## src/hdl/isp_pkg.sv

```systemverilog
// constants shared by the serial programming port
// assumes a 100 MHz system clock sampling the programmer's pins
package isp_pkg;
  localparam logic [7:0] CMD_ENABLE = 8'hac;
  localparam logic [7:0] SUB_ENABLE = 8'h53;
  localparam logic [2:0] SUB_ERASE = 3'h4;
  localparam logic [3:0] SUB_FUSE = 4'h1;
  localparam logic [4:0] SUB_LOCK = 5'h1c;
  localparam logic [7:0] CMD_RD_FUSE = 8'h21;
  localparam logic [7:0] CMD_RD_LOCK = 8'h24;
  localparam logic [7:0] CMD_WR_SIG_BYTE = 8'h42;
  localparam logic [7:0] CMD_RD_SIG_BYTE = 8'h22;
  localparam logic [7:0] CMD_WR_SIG_PAGE = 8'h52;
  localparam logic [7:0] CMD_RD_SIG_PAGE = 8'h32;
  localparam int HEADER_BYTES = 3;
  localparam int BYTE_PACKET = 4;
  localparam int PAGE_PACKET = 35;
  localparam int PAGE_BYTES = 32;
  localparam int FUSE_ISP_BIT = 0;
  localparam int FUSE_X2_BIT = 1;
  localparam int FUSE_ROW_BIT = 2;
  localparam int FUSE_BYPASS_BIT = 3;
  localparam int LOCK1_BIT = 0;
  localparam int LOCK2_BIT = 1;
  localparam logic [3:0] FUSE_RESET = 4'h0;
  localparam logic [1:0] LOCK_RESET = 2'h3;
  localparam logic [7:0] ERASED_BYTE = 8'hff;
endpackage : isp_pkg

```

## src/hdl/isp_sig_row.sv

```systemverilog
// user signature row: 32 bytes, registered read data
// assumes one write or read port on the system clock
`timescale 1ns/1ps
`default_nettype none
module isp_sig_row
  import isp_pkg::*;
#(
  parameter int DEPTH = 32,
  parameter int AW = 5
) (
  input wire logic clock_in,
  input wire logic we_in,
  input wire logic [AW-1:0] waddr_in,
  input wire logic [7:0] wdata_in,
  input wire logic erase_in,
  input wire logic [AW-1:0] raddr_in,
  output logic [7:0] rdata_out
);
  if (DEPTH > (1 << AW)) begin : g_depth_check
    $error("depth exceeds address range");
  end
  logic [7:0] mem [DEPTH];
  // one write decoder per entry; erase wins over a write in the same cycle
  for (genvar i = 0; i < DEPTH; i++) begin : g_entry
    always_ff @(posedge clock_in) begin
      if (erase_in) begin
        mem[i] <= ERASED_BYTE;
      end else if (we_in && waddr_in == AW'(i)) begin
        mem[i] <= wdata_in;
      end
    end
  end
  always_ff @(posedge clock_in) begin
    rdata_out <= mem[raddr_in];
  end
endmodule : isp_sig_row
`default_nettype wire

```

## src/hdl/isp_serial_port.sv

```systemverilog
// serial programming port: shifts fixed-length command packets on the link
// assumes sck, mosi and reset pin are asynchronous and sck is well below clock/8
// Operation
// - signature byte write, 0x42, offset byte three
// - signature byte read, 0x22, data in byte four
// - signature page write, 0x52, 32 data bytes
// - signature page read, 0x32, bytes in order
// - fuse byte: four active-low enables, bits 0-3
// - isp fuse clearing waits for reset low
// - bypass fuse change needs power cycle
// - lock byte: two active-low lock bits
// - bytes shift most significant bit first
// - output data changes on sck rising edge
// - input data sampled on sck falling edge
// - byte commands are four bytes long
// - page commands are thirty-five bytes long
`timescale 1ns/1ps
`default_nettype none
module isp_serial_port
  import isp_pkg::*;
(
  input wire logic clock_in,
  input wire logic resetn_in,
  input wire logic power_up_in,
  input wire logic rst_pin_in,
  input wire logic sck_in,
  input wire logic mosi_in,
  output logic miso_out,
  output logic miso_oe_out,
  output logic prog_mode_out,
  output logic prog_enabled_out,
  output logic [3:0] fuse_active_out,
  output logic [1:0] lock_out,
  output logic erase_pulse_out
);
  typedef enum logic [1:0] {IDLE, LOCKED_OUT, ACTIVE} mode_e;
  // synchronisers, link engine and fuse/lock state live in one register
  typedef struct packed {
    logic [1:0] rst_s;
    logic [1:0] sck_s;
    logic [1:0] mosi_s;
    logic sck_d;
    mode_e mode;
    logic enabled;
    logic [2:0] bit_cnt;
    logic [5:0] byte_cnt;
    logic [7:0] shift;
    logic [7:0] cmd;
    logic [7:0] b2;
    logic [7:0] b3;
    logic [7:0] tx;
    logic miso;
    logic [3:0] fuse;
    logic [3:0] fuse_act;
    logic [1:0] lock;
    logic erase;
  } state_s;
  state_s st;
  state_s next_st;
  // ==========================================================
  // row port and decode helpers
  logic [7:0] rd_data;
  logic we;
  logic [4:0] waddr;
  logic [4:0] raddr;
  logic [7:0] rx_byte;
  logic [5:0] pkt_len;
  // ==========================================================
  // signature row
  isp_sig_row #(.DEPTH(PAGE_BYTES), .AW(5)) u_row (
    .clock_in(clock_in),
    .we_in(we),
    .waddr_in(waddr),
    .wdata_in(rx_byte),
    .erase_in(st.erase),
    .raddr_in(raddr),
    .rdata_out(rd_data)
  );
  // ==========================================================
  // next state
  always_comb begin
    logic rise;
    logic fall;
    logic last_bit;
    logic [7:0] nb;
    // edges seen on the synchronised link clock, one cycle late via sck_d
    rise = st.sck_s[1] && !st.sck_d;
    fall = !st.sck_s[1] && st.sck_d;
    last_bit = st.bit_cnt == 3'h7;
    nb = {st.shift[6:0], st.mosi_s[1]};
    next_st = st;
    next_st.rst_s = {st.rst_s[0], rst_pin_in};
    next_st.sck_s = {st.sck_s[0], sck_in};
    next_st.mosi_s = {st.mosi_s[0], mosi_in};
    next_st.sck_d = st.sck_s[1];
    next_st.erase = 1'b0;
    we = 1'b0;
    waddr = 5'(st.byte_cnt - 6'(HEADER_BYTES));
    // a single byte read addresses the row by the offset in header byte three
    if (st.cmd == CMD_RD_SIG_BYTE) begin
      raddr = st.b3[4:0];
    end else begin
      raddr = 5'(st.byte_cnt - 6'(HEADER_BYTES - 1));
    end
    rx_byte = nb;
    pkt_len = (st.cmd[4] && st.cmd != CMD_ENABLE) ? 6'(PAGE_PACKET) : 6'(BYTE_PACKET);
    // a power cycle reloads every fuse, the only way besides synchronous reset that the bypass bit changes
    if (power_up_in) begin
      next_st.fuse_act = st.fuse;
    end
    // ==========================================================
    // mode sequencing and the byte engine
    case (st.mode)
      IDLE: begin
        next_st.miso = 1'b0;
        // entry needs the link clock low so the first rise is a real bit
        if (st.rst_s[1] && !st.sck_s[1]) begin
          next_st.mode = st.fuse_act[FUSE_ISP_BIT] ? LOCKED_OUT : ACTIVE;
          next_st.enabled = 1'b0;
          next_st.bit_cnt = 3'h0;
          next_st.byte_cnt = 6'h0;
        end
      end
      LOCKED_OUT: begin
        // isp fuse disabled: ignore the link until the pin drops
        if (!st.rst_s[1]) next_st.mode = IDLE;
      end
      default: begin
        if (!st.rst_s[1]) begin
          next_st.mode = IDLE;
          // a new session must send program enable again
          next_st.enabled = 1'b0;
          next_st.fuse_act = {st.fuse_act[FUSE_BYPASS_BIT], st.fuse[2:0]};
        end else if (rise) begin
          next_st.miso = st.tx[7];
          next_st.tx = {st.tx[6:0], 1'b0};
          // the addressed byte is fetched after the offset byte ends, so load it on the first rise
          if (st.cmd == CMD_RD_SIG_BYTE && st.byte_cnt == 6'(HEADER_BYTES) && st.bit_cnt == 3'h0
              && st.enabled && st.lock[LOCK2_BIT]) begin
            next_st.miso = rd_data[7];
            next_st.tx = {rd_data[6:0], 1'b0};
          end
        end else if (fall) begin
          next_st.shift = nb;
          next_st.bit_cnt = st.bit_cnt + 3'h1;
          if (last_bit) begin
            next_st.byte_cnt = st.byte_cnt + 6'h1;
            next_st.tx = 8'h00;
            if (st.byte_cnt == 6'h0) next_st.cmd = nb;
            if (st.byte_cnt == 6'h1) next_st.b2 = nb;
            if (st.byte_cnt == 6'h2) begin
              next_st.b3 = nb;
              if (st.cmd == CMD_RD_FUSE || st.cmd == CMD_RD_LOCK) begin
                next_st.tx = (st.cmd == CMD_RD_FUSE) ? {4'h0, st.fuse} : {6'h0, st.lock};
              end
            end
            // lock bit 2 guards reading the row, lock bit 1 guards writing it
            if (st.byte_cnt >= 6'h2 && st.enabled && st.lock[LOCK2_BIT]) begin
              if (st.cmd == CMD_RD_SIG_PAGE && st.byte_cnt < 6'(PAGE_PACKET - 1)) next_st.tx = rd_data;
            end
            // row writes need the row fuse enabled and lock bit 1 open
            if (st.byte_cnt >= 6'(HEADER_BYTES) && st.enabled && !st.fuse_act[FUSE_ROW_BIT]
                && st.lock[LOCK1_BIT]) begin
              if (st.cmd == CMD_WR_SIG_PAGE) we = 1'b1;
              if (st.cmd == CMD_WR_SIG_BYTE) begin
                we = 1'b1;
                waddr = st.b3[4:0];
              end
            end
            // packet end: erase, fuse and lock writes act only here
            if (st.byte_cnt == pkt_len - 6'h1) begin
              next_st.byte_cnt = 6'h0;
              if (st.cmd == CMD_ENABLE) begin
                if (st.b2 == SUB_ENABLE) next_st.enabled = 1'b1;
                else if (st.enabled && st.b2[7:5] == SUB_ERASE) begin
                  next_st.erase = 1'b1;
                  next_st.lock = LOCK_RESET;
                end else if (st.enabled && st.b2[7:4] == SUB_FUSE) next_st.fuse = st.b2[3:0];
                else if (st.enabled && st.b2[7:3] == SUB_LOCK) next_st.lock = st.lock & st.b2[1:0];
              end
            end
          end
        end
      end
    endcase
    // synchronous reset overrides mode, counters, miso, tx, erase, fuse and lock; the row write strobe is not reset
    if (!resetn_in) begin
      next_st.mode = IDLE;
      next_st.enabled = 1'b0;
      next_st.bit_cnt = 3'h0;
      next_st.byte_cnt = 6'h0;
      next_st.miso = 1'b0;
      next_st.tx = 8'h00;
      next_st.erase = 1'b0;
      next_st.fuse = FUSE_RESET;
      next_st.fuse_act = FUSE_RESET;
      next_st.lock = LOCK_RESET;
    end
  end
  // ==========================================================
  // state register and outputs
  always_ff @(posedge clock_in) begin
    st <= next_st;
  end
  assign miso_out = st.miso;
  assign miso_oe_out = st.mode == ACTIVE;
  assign prog_mode_out = st.mode == ACTIVE;
  assign prog_enabled_out = st.enabled;
  assign fuse_active_out = st.fuse_act;
  assign lock_out = st.lock;
  assign erase_pulse_out = st.erase;
endmodule : isp_serial_port
`default_nettype wire

```

## config.mk

```make
export PLATFORM = sky130hd
export DESIGN_NAME = isp_serial_port
export DESIGN_NICKNAME = d
export VERILOG_FILES = /design/src/hdl/isp_pkg.sv /design/src/hdl/isp_sig_row.sv /design/src/hdl/isp_serial_port.sv
export SDC_FILE = /design/constraint.sdc
export NUM_CORES = 1
export LEC_CHECK = 0
export ABC_AREA = 1
export BUFFER_PORTS_ARGS = -buffer_cell sky130_fd_sc_hd__buf_2
export CAP_MARGIN = 20
export CORE_MARGIN = 2
export CORE_UTILIZATION = 57
export CTS_CLUSTER_DIAMETER = 50
export DETAILED_ROUTE_END_ITERATION = 7
export PLACE_DENSITY = 0.74
export SYNTH_ARGS = -nofsm -noshare
export SYNTH_HDL_FRONTEND = slang
export SYNTH_SLANG_ARGS = --single-unit
```

## constraint.sdc

```tcl
create_clock -name clock_in -period 3.6 [get_ports clock_in]
set_input_delay 0.18 -clock clock_in [delete_from_list [all_inputs] [get_ports clock_in]]
set_output_delay 0.18 -clock clock_in [all_outputs]
set_load 0.005 [all_outputs]
```

==> results.json, run 1 <==
{
  "status": "finished clean",
  "rr_worst_depth": 13,
  "cts.sinks": 331,
  "cts-htree-levels": 2,
  "setup-tns-final_ns": 0,
  "met1_usage_pct": 40.8,
  "whs_ns": 0.0163,
  "cts_tree": "done",
  "p_leak_nw": 7.87,
  "netlist_area_um2": 18200,
  "yosysWarnings": 0,
  "n_antenna_cell": 0,
  "pwr-share-comb_pct": 3.7,
  "drive_above_1_share_pct": 12.8,
  "skew_ns": 0.0168,
  "max-slew-margin-rel_pct": 31.1,
  "place_congestion": 0.974,
  "worstMarginPinSlew_ns": 1.03,
  "max-vdd-ir-drop_v": 0.000399,
  "numCtsBuffers": 39,
  "holdPathStages": 3,
  "ioPinCount": 17,
  "sw_frac_of_total_pct": 21.7,
  "root_buffer": "clkbuf_16",
  "hold_start": "resetn_in",
  "grt_max_degree": 95,
  "grt_pass1_wl_mm": 75.8,
  "dieArea_um2": 33400,
  "wl_per_cell_um": 20.9,
  "clk_latency_ns": 0.53,
  "numPortBuffers": 16,
  "setup_viol": 0,
  "antenna_found_initial": 0,
  "p_per_area_nw_per_um2": 434,
  "start_util_pct": 57.8,
  "min_period_over_period_pct": 88.9,
  "nFillCells": 2559,
  "register_area_um2": 9470,
  "p_int_mw": 6.68,
  "startpoint_type": "register",
  "yosysSeqAreaShare_pct": 52.1,
  "slew_violations": 0,
  "pwr-share-seq_pct": 48.4,
  "dr.pass1.iters": 6,
  "syn_area_per_cell_um2": 9.33,
  "detail-route-antenna-nets": 0,
  "cts_resized": 0,
  "track_usage_pct": 29.2,
  "critPathRequiredTime_ns": 3.78,
  "syn-num-nets": 1969,
  "fin_crit_ns": 3.20,
  "crit_path_end_kind": "register",
  "fp-row-count": 65,
  "via_count": 14300,
  "routed_via_density": 6.18,
  "finalHoldViolCount": 0,
  "area_growth_pct": 8.01,
  "drc": 0,
  "pwr-share-clk_pct": 47.8,
  "use_met2_pct": 46.0,
  "r2r_slack_ns": 0.40,
  "hold_class": "input port to register",
  "finalNetCount": 1906,
  "max_cap_violations": 0,
  "use_met3_pct": 5.47,
  "die_w_um": 183,
  "holdPathEnd": "prog_enabled_out",
  "rsz0062_at_grt": "no",
  "first_global_vias": 13400,
  "worstPathArrival_ns": 3.38,
  "drtIter0Drc": 1706,
  "crit_type": "register to register",
  "p_sw_mw": 1.85,
  "ys_types": 42,
  "top_usage_layer": "met2",
  "worstReg2RegStart": "st[58]",
  "core-area_um2": 31500,
  "dieHeight_um": 183,
  "fmax_ghz": 0.312,
  "wirelength_mm": 48.5,
  "clk_pin_slew_ns": 0.06,
  "grt.overflow.total": 0,
  "crit_path_max_fanout": 36,
  "cts.path.max_buffers": 3,
  "multi_input_area_um2": 6700,
  "dp_hpwl_mm": 30.6,
  "r2r_end": "u_row.mem[10][1]",
  "syn_inst": 1949,
  "ys_ff_latch": 331
}
[worst max-delay path by stage]
| stage | startpoint | to | slack (ns) | depth (start not counted) |
|---|---|---|---|---|
| after floorplan | st[58] | u_row.mem[20][0] | 1.11 | 15 |
| after global placement | st[58] | u_row.mem[10][7] | 0.58 | 13 |
| after detailed placement | st[58] | u_row.mem[11][2] | 0.50 | 13 |
| after CTS | st[58] | u_row.mem[10][2] | 0.44 | 13 |
| after global routing | st[59] | u_row.mem[10][0] | 0.23 | 13 |
| final | st[58] | u_row.mem[10][1] | 0.40 | 13 |
[flip-flops by register name, indices dropped and copies added, names as in the netlist]
signal            cells
u_row.rdata_out       8
miso_out              1
fuse_active_out       4
rx_byte               8
prog_enabled_out      1
u_row.mem           256
erase_pulse_out       1
next_st               4
lock_out              2
st                   46
[kinds of logic after synthesis]
| logic type | synth area share, % |
|---|---|
| buffers and inverters | 11.2 |
| and+or+nand+nor | 33.1 |
| adders and majority gates | 0.963 |
| AOI/OAI and AO/OA | 2.41 |
| DFF | 52.1 |
| xor gates and xnor gates | 0.241 |
[synthesized netlist by cell type (all sizes together)]
| cell type | n | area [um2] |
|---|---|---|
| a21oi | 17 | 85.1 |
| clkbuf | 77 | 289 |
| o22ai | 1 | 6.26 |
| ha | 14 | 175 |
| inv | 295 | 1110 |
| xor2 | 4 | 35.0 |
| o31ai | 2 | 15.0 |
| buf | 89 | 628 |
| nor3b | 4 | 30.0 |
| nand4 | 268 | 2050 |
| o21a | 2 | 15.0 |
| o21ai | 30 | 218 |
| nor3 | 12 | 71.3 |
| a31oi | 4 | 25.0 |
| nor2 | 92 | 682 |
| nand3b | 32 | 240 |
| nand2 | 388 | 1560 |
| nand3 | 270 | 1360 |
| xnor2 | 1 | 8.76 |
| a211oi | 6 | 45.0 |
| o211ai | 4 | 30.0 |
| edfxtp | 284 | 8530 |
| nor4 | 4 | 25.0 |
| clkinv | 2 | 8.75 |
| dfxtp | 47 | 941 |
[repair_timing]
| item | in CTS | in global routing |
|---|---|---|
| endpoints found under the hold margin | 4 | 0 |
| setup buffers | 0 | 0 |
| hold buffers | 4 | 0 |
[per-layer routing]
metal,up-vias,wire [um]
met5,-,0
met4,0,1620
met3,121,4650
met2,718,22400
met1,6914,19800
li1,6567,-
[placed cells by master (no fill, tap or decap), types with 5 or more instances in the layout]
master	Yosys	final
ha_1	14	14
buf_2	55	16
nand4_1	208	208
buf_4	12	35
o21ai_0	21	21
inv_1	286	286
buf_12	6	7
inv_2	9	8
nand4_2	60	60
a211oi_1	6	6
clkinv_2	1	8
nand2_1	371	370
edfxtp_1	284	284
clkbuf_1	77	6
nor3_1	11	11
clkinv_1	1	5
clkbuf_16	0	41
nor2_4	7	8
dfxtp_1	47	47
nand3b_1	32	32
o21ai_4	5	5
bufinv_16	0	5
nand2_4	13	14
nor2_8	17	17
nand3_1	269	269
nor2_1	65	64
a21oi_1	17	17
[power groups by stage]
stage	Clock, mW	Combinational [mW]	Sequential, mW
CTS	4.10	0.312	4.13
floorplan	0	0.228	4.21
detailed placement	0	0.307	4.22
global placement	0	0.305	4.22
global route	4.25	0.346	4.13
finish	4.08	0.316	4.13
[critical path, stage by stage (launching register included)]
cell and delay (ns):
dfxtp_1 0.34, ha_1 0.15, ha_1 0.16, nand2_1 0.12
nor2_4 0.18, nand2_4 0.11, nor2_4 0.16, nand3_4 0.23
o21ai_2 0.30, inv_2 0.10, nor2_4 0.14, buf_4 0.39
nand2_1 0.13, nand2_1 0.30
[per-stage QoR]
| stage | power (mW) | worst slack, ns | area [um2] | util (%) | cells |
|---|---|---|---|---|---|
| 2_1_floorplan | 4.44 | 1.11 | 18200 | - | 1949 |
| 3_3_place_gp | 4.52 | 0.576 | 18300 | 58.1 | 2243 |
| 3_5_place_dp | 4.52 | 0.502 | 18300 | 58.1 | 2243 |
| 4_1_cts | 8.54 | 0.438 | 19600 | 62.4 | 2318 |
| 5_1_grt | 8.73 | 0.226 | 19600 | 62.4 | 2318 |
| 6_report | 8.53 | 0.399 | 19600 | 62.4 | 2318 |
[cell type report]
class                      count  area share [%]
inverter                     297            5.72
clock inverter                23            1.34
tap                          402            2.56
multi-input combinational   1155            34.1
clock buffer                  48            5.41
sequential                   331            48.2
timing repair buffer          62            2.66
(Power assumes the default switching activity.)
==> run 2: changes to the inputs <==
--- a/config.mk
+++ b/config.mk
@@ -8,11 +8,11 @@
 export ABC_AREA = 1
 export BUFFER_PORTS_ARGS = -buffer_cell sky130_fd_sc_hd__buf_2
 export CAP_MARGIN = 20
-export CORE_MARGIN = 2
-export CORE_UTILIZATION = 57
+export CORE_MARGIN = 1.5
+export CORE_UTILIZATION = 50
 export CTS_CLUSTER_DIAMETER = 50
 export DETAILED_ROUTE_END_ITERATION = 7
-export PLACE_DENSITY = 0.74
+export PLACE_DENSITY = 0.66
 export SYNTH_ARGS = -nofsm -noshare
 export SYNTH_HDL_FRONTEND = slang
 export SYNTH_SLANG_ARGS = --single-unit
==> run 2 against run 1 <==
Compared with the run above: the run now ends with DRC left; via count shrank 2.6%; wire length fell by 1.2%; hold slack gained 0.25 ns; final cell count grew 2.7%.
==> results.json, run 2 (same netlist as run 1, synthesis figures left out) <==
{
  "cpLargestDelayFamily": "simple AND/OR/NAND/NOR gates",
  "cts_tree": "done",
  "grt_pass1_wl_mm": 75.1,
  "critPathRequiredTime_ns": 3.80,
  "max-vdd-ir-drop_v": 0.000300,
  "antenna_found_initial": 0,
  "setup_viol": 0,
  "pre_cts_ws_ns": 0.583,
  "drc": 9,
  "fmax_ghz": 0.325,
  "hold_class": "input port to register",
  "area_growth_pct": 8.56,
  "n_antenna_cell": 0,
  "total_power_mw": 8.36,
  "violations": "DRC",
  "hold_start": "sck_in",
  "layout_commonest_cell": "nand2_1",
  "worstMarginPinSlew_ns": 1.07,
  "dieHeight_um": 194,
  "dr.pass1.iters": 8,
  "crit_path_max_fanout": 27,
  "track_usage_pct": 25.6,
  "post_cts_buffers": 0,
  "status": "finished, violations left",
  "wl_per_cell_um": 20.1,
  "p_per_area_nw_per_um2": 423,
  "crit_path_end_kind": "register",
  "fin_ws_ns": 0.522,
  "numPortBuffers": 16,
  "finalHoldViolCount": 0,
  "instances_no_fill": 2381,
  "worstReg2RegStart": "st[58]",
  "fp-row-count": 69,
  "dieArea_um2": 37500,
  "dp_cells": 2306,
  "rsz0062_at_grt": "no",
  "clk_latency_ns": 0.55,
  "fin_crit_ns": 3.08,
  "cts-htree-levels": 2,
  "ioPinCount": 17,
  "slew_violations": 0,
  "drive_above_1_share_pct": 13.0,
  "detail-route-antenna-nets": 0,
  "root_buffer": "clkbuf_16",
  "wirelength_mm": 47.9,
  "worst-path-buf-inv": 1,
  "holdPathStages": 2,
  "core-area_um2": 35700,
  "r2r_end": "u_row.mem[2][1]",
  "crit_type": "register to register",
  "critPathSlowestCell": "nor2_4",
  "worstPathArrival_ns": 3.28,
  "via_count": 14000,
  "cp_cell_sequence": "ha_1, ha_1, nand2_1, nor2_4, nand2_4, nor2_4, nand3_4, o21ai_2, inv_2, nor2_4, nand2_1, nand2_1",
  "top_register": "u_row.mem",
  "largest_reg_flops": 256,
  "startpoint_type": "register",
  "min_period_over_period_pct": 85.5,
  "max-slew-margin-rel_pct": 28.3,
  "drtIter0Drc": 1521,
  "cts.sinks": 331,
  "setup-tns-final_ns": 0,
  "rr_worst_depth": 12,
  "clk_pin_slew_ns": 0.06,
  "r2r_slack_ns": 0.52,
  "reg.largest.list": "u_row.mem: 256 flops, st: 46 flops",
  "max_cap_violations": 0,
  "slowest_delay_ns": 0.55,
  "grt_max_degree": 121,
  "place_congestion": 0.974,
  "first_global_vias": 13200,
  "dp_hpwl_mm": 30.2,
  "holdPathEnd": "next_st[68]",
  "p_leak_nw": 7.87,
  "grt.overflow.total": 0,
  "start_util_pct": 51.0,
  "skew_ns": 0.0219,
  "finalNetCount": 1913,
  "mostFrequentLayoutCells": "nand2_1, inv_1, edfxtp_1, nand3_1, nand4_1",
  "routed_via_density": 5.86,
  "die_w_um": 194,
  "cts_resized": 0,
  "cts.path.max_buffers": 3,
  "numCtsBuffers": 40
}
-- run 2: per-stage QoR --
stage | cell area (um2) | utilization (%) | hold WS [ns]
after global placement | 18400 | 51.7 | 0.282
after detailed placement | 18400 | 51.7 | 0.284
final | 19700 | 55.4 | 0.271
after floorplan | 18200 | - | 0.208
after CTS | 19700 | 55.4 | 0.249
after global routing | 19700 | 55.4 | 0.265
-- run 2: worst max path at each step --
stage,start,to,cells past startpoint
after CTS,st[58],u_row.mem[15][5],12
after detailed placement,st[58],u_row.mem[1][5],12
after global placement,st[58],u_row.mem[12][2],12
after floorplan,st[58],u_row.mem[20][0],15
after global routing,st[58],u_row.mem[15][2],12
final,st[58],u_row.mem[2][1],12
-- run 2: area by class of cell --
| type | instances | area [um2] |
|---|---|---|
| Multi-Input combinational cell | 1155 | 6700 |
| Timing Repair Buffer | 68 | 611 |
| Sequential cell | 331 | 9470 |
| Inverter | 297 | 1120 |
| Tap cell | 461 | 577 |
| Fill cell | 3170 | 15900 |
| Clock buffer | 50 | 1090 |
| Clock inverter | 19 | 174 |
-- run 2: repair_timing --
item	in CTS	in global routing
hold endpoints to repair	7	0
hold buffers	6	0
endpoints found under the setup margin	0	0
-- run 2: worst register-to-register path, stage by stage, from the launching register on --
cell     delay (ns)
dfxtp_1        0.34
ha_1           0.15
ha_1           0.15
nand2_1        0.11
nor2_4         0.15
nand2_4        0.10
nor2_4         0.16
nand3_4        0.22
o21ai_2        0.31
inv_2          0.10
nor2_4         0.55
nand2_1        0.13
nand2_1        0.27
-- run 2: metal layers --
metal | GRT usage, % | routed length (um) | vias to the layer above
li1 | - | - | 6580
met1 | 35.5 | 20200 | 6693
met2 | 41.3 | 22500 | 597
met3 | 4.30 | 4040 | 83
met4 | 7.76 | 1110 | 0
met5 | 0 | 0 | -
-- run 2: report_power, final --
part           switching [mW]  internal, mW
registers              0.0135          4.12
logic                   0.233        0.0879
clock network            1.61          2.30
